$ cat src/sfe_defs.svh
// Constants and operation summary for the serial flash front end
// Operation
// - Single mode captures input on rising clock
// - Single mode drives output on falling clock
// - Dual/quad lines bidirectional, same edges
// - Quad needs quad enable; pins become lines
// - Low write-protect blocks status register writes
// - Quad enable set ignores write-protect function
// - Pause floats output, ignores input and clock
// - Pause starts at pin edge or clock fall
// - Pause ends at pin edge or clock fall
// - Pause only when quad enable clear
// - Pause keeps partial instruction and data
// - Small package line 3 is pause or reset
// - Dedicated reset input ignores quad enable
// - Clock modes 0 and 3 both accepted
// - Commands 3Bh and BBh use two lines
// - Quad reads use four lines
// - 38h enters four-line mode, FFh exits
// - Four-line mode instruction takes two clocks
// - Reset, and 99h right after 66h, return to single mode
// - Four-line entry needs quad enable set
// - Deselected floats all lines; select edge needed
`ifndef SFE_DEFS_SVH
`define SFE_DEFS_SVH
`define SFE_CMD_DUAL_OUT 8'h3B
`define SFE_CMD_DUAL_IO 8'hBB
`define SFE_CMD_QUAD_OUT 8'h6B
`define SFE_CMD_QUAD_IO 8'hEB
`define SFE_CMD_QUAD_WORD 8'hE7
`define SFE_CMD_QUAD_OCT 8'hE3
`define SFE_CMD_ENTER_4L 8'h38
`define SFE_CMD_EXIT_4L 8'hFF
`define SFE_CMD_RST_EN 8'h66
`define SFE_CMD_RST 8'h99
`define SFE_CMD_WR_STATUS 8'h01
`define SFE_ADDR_BYTES 3'h3
`define SFE_IDLE_SEL_N 1'h1
`define SFE_IDLE_SCLK 1'h0
`define SFE_IDLE_LINES 4'hF
`define SFE_IDLE_RST_PIN 1'h1
`endif

$ cat src/sfe_pkg.sv
// Types for the serial flash front end
package sfe_pkg;
   typedef enum logic [1:0] {SFE_W1 = 2'h0, SFE_W2 = 2'h1, SFE_W4 = 2'h3} sfe_width_e;
   typedef enum logic [1:0] {SFE_CMD = 2'h0, SFE_ADDR = 2'h1, SFE_DATA = 2'h3, SFE_IDLE = 2'h2} sfe_state_e;
   typedef struct packed {
      logic [3:0] out;
      logic [3:0] oe;
   } sfe_lines_s;
endpackage
$ cat src/sfe_front_end.sv
// Serial flash host-interface front end, sampled from the system clock
`timescale 1ns/10ps
`include "sfe_defs.svh"
module sfe_front_end #(
   parameter bit SMALL_PACKAGE = 1'b1
) (
   // Clock and reset
   input wire logic clk_i,
   input wire logic arst_n_i,
   // Serial link pins
   input wire logic sel_n_i,
   input wire logic sclk_i,
   input wire logic [3:0] data_line_i,
   output logic [3:0] data_line_o,
   output logic [3:0] data_line_oe_o,
   input wire logic reset_pin_n_i,
   // Configuration
   input wire logic quad_enable_bit_i,
   input wire logic line3_is_reset_i,
   // Core side
   input wire logic [7:0] rd_data_i,
   output logic [7:0] cmd_o,
   output logic cmd_valid_o,
   output logic [23:0] addr_o,
   output logic [7:0] wr_data_o,
   output logic wr_valid_o,
   output logic rd_next_o,
   output logic four_line_command_mode_o,
   output logic status_write_blocked_o,
   output logic paused_o
);
   // Two-flop synchronisers on every pin; a third flop on select and clock finds their edges
   logic rst_pin_s1, rst_pin_s2;
   logic sel_s1, sel_s2, sel_s3;
   logic sclk_s1, sclk_s2, sclk_s3;
   logic [3:0] din_s1, din_s2;
   always_ff @(posedge clk_i or negedge arst_n_i) begin
      if (!arst_n_i) begin
         // Idle pin levels, so that no false edge or pause follows reset
         rst_pin_s1 <= `SFE_IDLE_RST_PIN;
         rst_pin_s2 <= `SFE_IDLE_RST_PIN;
         sel_s1 <= `SFE_IDLE_SEL_N;
         sel_s2 <= `SFE_IDLE_SEL_N;
         sel_s3 <= `SFE_IDLE_SEL_N;
         sclk_s1 <= `SFE_IDLE_SCLK;
         sclk_s2 <= `SFE_IDLE_SCLK;
         sclk_s3 <= `SFE_IDLE_SCLK;
         din_s1 <= `SFE_IDLE_LINES;
         din_s2 <= `SFE_IDLE_LINES;
      end else begin
         rst_pin_s1 <= reset_pin_n_i;
         rst_pin_s2 <= rst_pin_s1;
         sel_s1 <= sel_n_i;
         sel_s2 <= sel_s1;
         sel_s3 <= sel_s2;
         sclk_s1 <= sclk_i;
         sclk_s2 <= sclk_s1;
         sclk_s3 <= sclk_s2;
         din_s1 <= data_line_i;
         din_s2 <= din_s1;
      end
   end
   // Settled pin levels and detected edges
   wire sel_n = sel_s2;
   wire sclk = sclk_s2;
   wire [3:0] din = din_s2;
   wire rise = sclk & ~sclk_s3;
   wire fall = ~sclk & sclk_s3;
   wire sel_fall = ~sel_n & sel_s3;

   // Pin function decode: line 3 is pause or reset only while quad enable is clear
   wire line3_fn = ~quad_enable_bit_i;
   // Dedicated reset pin on the large package, line 3 as reset on the small one
   wire reset_dedicated = ~rst_pin_s2 & ~SMALL_PACKAGE;
   wire reset_line3 = SMALL_PACKAGE & line3_fn & line3_is_reset_i & ~din[3];
   wire hw_reset = reset_dedicated | reset_line3;
   // Pause request and write protect level
   wire hold_in = line3_fn & ~line3_is_reset_i & ~din[3];
   wire wp_active = ~quad_enable_bit_i & ~din[2];

   // Protocol engine state and its next values
   sfe_pkg::sfe_state_e st, next_st;
   sfe_pkg::sfe_width_e wid, next_wid;
   logic [7:0] sh, next_sh;
   logic [3:0] cnt, next_cnt;
   logic [2:0] acnt, next_acnt;
   logic [7:0] cmd, next_cmd;
   logic [23:0] addr, next_addr;
   logic four_line_command_mode, next_qpi;
   logic armed, next_armed;
   logic rst_en, next_rst_en;
   logic held, next_held;
   logic [7:0] tx, next_tx;
   sfe_pkg::sfe_lines_s lines, next_lines;
   // Next values of the registered core-side outputs
   logic next_cmd_v, next_wr_v, next_rd_next;
   logic [7:0] next_wr;

   // Width of the data phase for a given command
   function automatic sfe_pkg::sfe_width_e cmd_width(input logic [7:0] c, input logic qe);
      if (c == `SFE_CMD_DUAL_OUT || c == `SFE_CMD_DUAL_IO) cmd_width = sfe_pkg::SFE_W2;
      else if (qe && (c == `SFE_CMD_QUAD_OUT || c == `SFE_CMD_QUAD_IO || c == `SFE_CMD_QUAD_WORD
         || c == `SFE_CMD_QUAD_OCT)) cmd_width = sfe_pkg::SFE_W4;
      else cmd_width = sfe_pkg::SFE_W1;
   endfunction

   // Shift in a beat MSB first
   function automatic logic [7:0] shift_in(input logic [7:0] v, input sfe_pkg::sfe_width_e w,
      input logic [3:0] d);
      case (w)
         sfe_pkg::SFE_W2: shift_in = {v[5:0], d[1:0]};
         sfe_pkg::SFE_W4: shift_in = {v[3:0], d};
         default: shift_in = {v[6:0], d[0]};
      endcase
   endfunction

   // Bits per beat
   function automatic logic [3:0] beat_bits(input sfe_pkg::sfe_width_e w);
      case (w)
         sfe_pkg::SFE_W2: beat_bits = 4'h2;
         sfe_pkg::SFE_W4: beat_bits = 4'h4;
         default: beat_bits = 4'h1;
      endcase
   endfunction

   wire [7:0] sh_new = shift_in(sh, wid, din);
   wire [3:0] cnt_new = cnt + beat_bits(wid);
   wire rd_cmd = (cmd_width(cmd, quad_enable_bit_i) != sfe_pkg::SFE_W1) | (cmd == 8'h03) | (cmd == 8'h0B);

   // Next state of the protocol engine
   always_comb begin
      next_st = st;
      next_wid = wid;
      next_sh = sh;
      next_cnt = cnt;
      next_acnt = acnt;
      next_cmd = cmd;
      next_addr = addr;
      next_qpi = four_line_command_mode;
      next_armed = armed;
      next_rst_en = rst_en;
      next_held = held;
      next_tx = tx;
      next_lines = lines;
      next_cmd_v = 1'b0;
      next_wr_v = 1'b0;
      next_wr = wr_data_o;
      next_rd_next = 1'b0;
      // Pause enter/exit only with clock low or on clock fall
      if (~sel_n && (~sclk || fall)) next_held = hold_in;
      // A pin that serves as a data line cannot keep a pause going
      if (quad_enable_bit_i) next_held = 1'b0;
      if (sel_n) next_held = 1'b0;
      // A select fall starts a new instruction
      if (sel_fall) begin
         next_armed = 1'b1;
         next_st = sfe_pkg::SFE_CMD;
         next_wid = four_line_command_mode ? sfe_pkg::SFE_W4 : sfe_pkg::SFE_W1;
         next_cnt = 4'h0;
         next_sh = 8'h00;
      end
      if (sel_n) begin
         next_lines = '0;
         next_st = sfe_pkg::SFE_IDLE;
      end else if (held || hold_in && ~sclk) begin
         next_lines.oe = 4'h0;
      end else if (armed && rise && st != sfe_pkg::SFE_IDLE && !(st == sfe_pkg::SFE_DATA && rd_cmd)) begin
         next_sh = sh_new;
         next_cnt = cnt_new;
         if (cnt_new == 4'h8) begin
            next_cnt = 4'h0;
            case (st)
               sfe_pkg::SFE_CMD: begin
                  next_cmd = sh_new;
                  next_cmd_v = 1'b1;
                  next_rst_en = (sh_new == `SFE_CMD_RST_EN);
                  if (sh_new == `SFE_CMD_ENTER_4L && quad_enable_bit_i) next_qpi = 1'b1;
                  if (sh_new == `SFE_CMD_EXIT_4L) next_qpi = 1'b0;
                  if (sh_new == `SFE_CMD_RST && rst_en) next_qpi = 1'b0;
                  next_acnt = 3'h0;
                  next_st = sfe_pkg::SFE_ADDR;
                  // Address width: output-only reads keep one line, plain commands too
                  if (four_line_command_mode) begin
                     next_wid = sfe_pkg::SFE_W4;
                  end else if (sh_new == `SFE_CMD_DUAL_OUT || sh_new == `SFE_CMD_QUAD_OUT) begin
                     next_wid = sfe_pkg::SFE_W1;
                  end else begin
                     next_wid = cmd_width(sh_new, quad_enable_bit_i);
                  end
               end
               sfe_pkg::SFE_ADDR: begin
                  next_addr = {addr[15:0], sh_new};
                  next_acnt = acnt + 3'h1;
                  // The last address byte opens the data phase and fetches the first read byte
                  if (next_acnt == `SFE_ADDR_BYTES) begin
                     next_st = sfe_pkg::SFE_DATA;
                     if (!four_line_command_mode) next_wid = cmd_width(cmd, quad_enable_bit_i);
                     next_rd_next = rd_cmd;
                     next_tx = rd_data_i;
                  end
               end
               default: begin
                  // Write byte; status writes are held back while protected
                  next_wr = sh_new;
                  next_wr_v = (cmd != `SFE_CMD_WR_STATUS) || !wp_active;
               end
            endcase
         end
      end else if (armed && fall && st == sfe_pkg::SFE_DATA && rd_cmd) begin
         // Drive read data on the falling edge
         case (wid)
            sfe_pkg::SFE_W2: begin
               next_lines.out = {2'h0, tx[7:6]};
               next_lines.oe = 4'h3;
               next_tx = {tx[5:0], 2'h0};
            end
            sfe_pkg::SFE_W4: begin
               next_lines.out = tx[7:4];
               next_lines.oe = 4'hF;
               next_tx = {tx[3:0], 4'h0};
            end
            default: begin
               next_lines.out = {2'h0, tx[7], 1'b0};
               next_lines.oe = 4'h2;
               next_tx = {tx[6:0], 1'b0};
            end
         endcase
         next_cnt = cnt_new;
         if (cnt_new == 4'h8) begin
            next_cnt = 4'h0;
            next_tx = rd_data_i;
            next_rd_next = 1'b1;
         end
      end
   end

   // Registers of the protocol engine, reset pin second only to the asynchronous reset
   always_ff @(posedge clk_i or negedge arst_n_i) begin
      if (!arst_n_i) begin
         st <= sfe_pkg::SFE_IDLE;
         wid <= sfe_pkg::SFE_W1;
         sh <= 8'h00;
         cnt <= 4'h0;
         acnt <= 3'h0;
         cmd <= 8'h00;
         addr <= 24'h000000;
         four_line_command_mode <= 1'b0;
         armed <= 1'b0;
         rst_en <= 1'b0;
         held <= 1'b0;
         tx <= 8'h00;
         lines <= '0;
         cmd_valid_o <= 1'b0;
         wr_valid_o <= 1'b0;
         wr_data_o <= 8'h00;
         rd_next_o <= 1'b0;
         status_write_blocked_o <= 1'b0;
      end else if (hw_reset) begin
         st <= sfe_pkg::SFE_IDLE;
         four_line_command_mode <= 1'b0;
         armed <= 1'b0;
         rst_en <= 1'b0;
         wid <= sfe_pkg::SFE_W1;
         cnt <= 4'h0;
         lines <= '0;
         held <= 1'b0;
         cmd_valid_o <= 1'b0;
         wr_valid_o <= 1'b0;
         rd_next_o <= 1'b0;
      end else begin
         st <= next_st;
         wid <= next_wid;
         sh <= next_sh;
         cnt <= next_cnt;
         acnt <= next_acnt;
         cmd <= next_cmd;
         addr <= next_addr;
         four_line_command_mode <= next_qpi;
         armed <= next_armed;
         rst_en <= next_rst_en;
         held <= next_held;
         tx <= next_tx;
         lines <= next_lines;
         cmd_valid_o <= next_cmd_v;
         wr_valid_o <= next_wr_v;
         wr_data_o <= next_wr;
         rd_next_o <= next_rd_next;
         status_write_blocked_o <= wp_active;
      end
   end

   // Registered pin drive
   assign data_line_o = lines.out;
   assign data_line_oe_o = lines.oe;
   // Registered core-side and status outputs
   assign cmd_o = cmd;
   assign addr_o = addr;
   assign four_line_command_mode_o = four_line_command_mode;
   assign paused_o = held;
endmodule // sfe_front_end

$ cat config.mk
export PLATFORM = sky130hd
export DESIGN_NAME = sfe_front_end
export DESIGN_NICKNAME = d
export VERILOG_FILES = /design/src/sfe_pkg.sv /design/src/sfe_front_end.sv
export VERILOG_INCLUDE_DIRS = /design/src
export SDC_FILE = /design/constraint.sdc
export NUM_CORES = 1
export LEC_CHECK = 0
export BUFFER_PORTS_ARGS = -buffer_cell sky130_fd_sc_hd__buf_2
export CELL_PAD_IN_SITES_DETAIL_PLACEMENT = 1
export CELL_PAD_IN_SITES_GLOBAL_PLACEMENT = 2
export CORE_MARGIN = 1
export CORE_UTILIZATION = 37
export DETAILED_ROUTE_END_ITERATION = 10
export PLACE_DENSITY = 0.84
export SETUP_SLACK_MARGIN = 0.2
export SYNTH_ARGS = -nofsm -noshare
export SYNTH_HDL_FRONTEND = slang
export SYNTH_SLANG_ARGS = --single-unit
export TNS_END_PERCENT = 1
$ cat constraint.sdc
create_clock -name clk_i -period 4.5 [get_ports clk_i]
set_input_delay 0 -clock clk_i [delete_from_list [all_inputs] [get_ports clk_i]]
set_output_delay 0 -clock clk_i [all_outputs]
set_load 0.05 [all_outputs]
==> run metrics <==
result of the run finished, final reports clean; most frequent cell after synthesis dfrtp_1; number of vias in the routed layout 3347; final routed DRC violation total 0; global routing met1 resource utilization 25.0%; share of post-route cells with drive strength above 1 34.6%; Cell variety after synth 57; ant diodes 0; Layout Utilization 45.3%; Filler cells 1338; largest net degree at the start of global routing 53; DP Wirelength 7910 um; worst setup slack before clock tree synthesis 0.946 ns; Critical Path End Type register; actual transition at the worst max-transition pin 0.954 ns; WL final 11400 um; share of the synthesized area in compound gates (AO/OA/AOI/OAI) 10.0%; per-cell via count in the routed design 5.34; global-route usage over all layers 19.1%; insertion delay of the later-clocked pin in the worst-skew pair 0.35 ns; register area 0.00239 mm2; average cell area after synthesis 11.5 um2; final total negative setup slack 0 ns; part of the Yosys area used for sequential elements 52.7%; setup repair bufs after CTS 0; part of the cycle the worst path needs 78.6%; post-CTS clock slew at the launch and capture registers of the worst setup and hold paths 0.07 ns; Mapped Nets 419; minimum period implied by the final worst setup slack 3.54 ns; dominant cells by area after synthesis dfrtp_1 46%, mux2_2 13%, dfstp_2 6.9%; clock buffer count from CTS 9; sort of element at the start of the critical path register; Max stage delay cell, worst path dfrtp_1; Critical Path AT 3.77 ns; leading cell types by count after synthesis 83 x dfrtp_1, 52 x mux2_2, 32 x nor2_1; cell mode on critical path inv_1; layout overhead on the synthesized area 19.8%; die footprint 0.0127 mm2; Rel. slew slack 36.1%; initial antenna violation count 0; data required time of the worst path 4.73 ns; Final ANT Viol Nets 0; initial core utilization 37.8%; # port buffers 71; crit path cell chain inv_1 -> nor2_1 -> inv_1 -> fa_1 -> nor2b_1 -> and3b_1 -> mux2_4 -> nand2_2 -> nor4_4 -> buf_4 -> mux2_2; Die Y-Extent 113 um; num rows 40; crit-path max FO 24; placeable core region 0.0120 mm2; initial detailed-routing violation count 116; largest family of logic cells by synthesized area multiplexers; Finished Cell Area 0.00544 mm2; Final setup viols 0; xor/xnor share of the synthesized area 0.358%; Synth async-reset ratio 100%; fin worst setup slack 0.964 ns; largest clock skew in the final design 0.00944 ns; number of standard cells after synthesis 394; mapped cell area 0.00454 mm2; standard cell area after detailed placement 0.00504 mm2; setup repair after global routing missed its margin no; num ports 73; main flop type after synthesis dfrtp_1; share of synthesized area spent on multiplexers 18.1%; leakage 0.00265 uW; Chip Width 113 um; H-Tree Level Count 3; Wirelength per Cell 18.1 um; met2 Resource Use GR 31.5%; Maximum Capacitance Violations 0; Yosys Warn Count 0; Max stage delay on crit path 0.64 ns; post-synthesis share of cell area spent on and, or, nand and nor gates 14.0%; busiest metal layer after global routing met2; fin nets 500; hold violation count in the final report 0; number of buffers and inverters on the critical path 3; pwr dens 341 mW/mm2; GRT Residual Overflow 0; Peak supply drop 240 uV; root buffer cell clkbuf_16; kind of critical path register to register; leading area contributor after synthesis dfrtp_1; Crit path max-delay family simple AND/OR/NAND/NOR gates; number of iterations in the first detailed-routing pass 6; met3 layer usage reported by global route 4.61%; Hold WC Path Type primary input to register; final weighted congestion in routability-driven placement 0.778; synthesis-stage register bit count 95; Fin Hold WS 0.0103 ns; number of clock sinks seen by CTS 95; CTS tree done; adder-cell share of the synthesized area 1.82%; number of buffers on the longest clock path 2; wire length of the first global-routing pass 18700 um; number of pins with negative max-slew slack in the final report 0; number of enable-type register cells in the synthesized netlist 0; f_max 283 MHz; via count of the first global-routing pass 3473; area share of the largest cell type after synthesis 45.7%; area used by multi-input combinational logic 0.00202 mm2
## worst reg2reg max path, cell delays in order, from the launching register on
cell,delay [ns]
dfrtp_1,0.64
inv_1,0.12
nor2_1,0.20
inv_1,0.11
fa_1,0.54
nor2b_1,0.25
and3b_1,0.23
mux2_4,0.21
nand2_2,0.10
nor4_4,0.27
buf_4,0.36
mux2_2,0.40
## layout by cell type (no fill, tap or decap), types with 5 or more instances in the layout
| cell | count |
|---|---|
| dfstp_2 | 12 |
| a21oi_1 | 24 |
| nand3_1 | 8 |
| nor3_1 | 6 |
| nand2b_1 | 7 |
| dfrtp_1 | 83 |
| buf_4 | 5 |
| inv_1 | 15 |
| buf_2 | 70 |
| nor2_1 | 32 |
| nand2_1 | 27 |
| a22o_1 | 7 |
| dlygate4sd3_1 | 10 |
| mux2_2 | 52 |
| mux2i_1 | 20 |
| o21ai_0 | 6 |
| nor4_1 | 8 |
| a21o_1 | 5 |
| clkbuf_16 | 9 |
| ha_1 | 5 |
## registers in the layout, summed over array words and instances, names as in the netlist, 2 cells and up
name	cells
addr_o	24
cmd_o	8
tx	8
wr_data_o	8
sh	7
cnt	4
data_line_o	4
din	4
din_s1	4
acnt	3
data_line_oe_o	3
st	2
wid	2
## report_power, final
part	total (uW)	internal, uW	switching [uW]	leakage, uW
Sequential	900	876	24.0	0.00125
Combinational	186	66.9	120	0.00126
Clock	769	434	335	0.000139
## timing repair
action,4_1_cts,5_1_grt
hold endpoints to repair,55,0
hold buffers,10,0
resized for setup,0,0
## layer usage
| layer | up-vias | wire length (um) |
|---|---|---|
| met5 | - | 0 |
| li1 | 1582 | - |
| met1 | 1689 | 5280 |
| met2 | 61 | 5510 |
| met3 | 15 | 406 |
| met4 | 0 | 149 |
## per-stage QoR
| step | power (uW) | std cells |
|---|---|---|
| floorplan | 1020 | 394 |
| global placement | 1090 | 601 |
| detailed placement | 1100 | 601 |
| CTS | 1890 | 627 |
| global route | 1940 | 627 |
| finish | 1860 | 627 |
## kinds of logic (layout without fill, tap and decap cells)
group,after synthesis,after routing
and+or+nand+nor,119,119
DFF,95,95
buffers and inverters,30,116
AOI/OAI and AO/OA,68,68
xor gates and xnor gates,1,1
adders and majority gates,6,6
muxes,75,75
## layout make-up
type	instances	share of cell area [%]
inverters	15	1.04
well taps	147	3.38
clock inverters	6	1.31
repair buffers	85	8.97
clock buffers	10	4.21
flip-flops and latches	95	44.0
multi-input cells	269	37.1
## path summary, 6_finish.rpt
| check | startpoint | to | slack [ns] | cells after the start |
|---|---|---|---|---|
| setup / recovery | wid[0] | addr_o[19] | 0.96 | 11 |
| hold / removal | rd_data_i[4] | tx[4] | 0.01 | 3 |
| setup reg to reg | wid[0] | addr_o[19] | 0.96 | 11 |
| hold reg to reg | sclk_s1 | sclk | 0.36 | 0 |
| max in group asynchronous | arst_n_i | din_s1[3] | 3.19 | 3 |
| min in group asynchronous | arst_n_i | addr_o[20] | 0.25 | 2 |
Power figures use the tool's default switching activity.
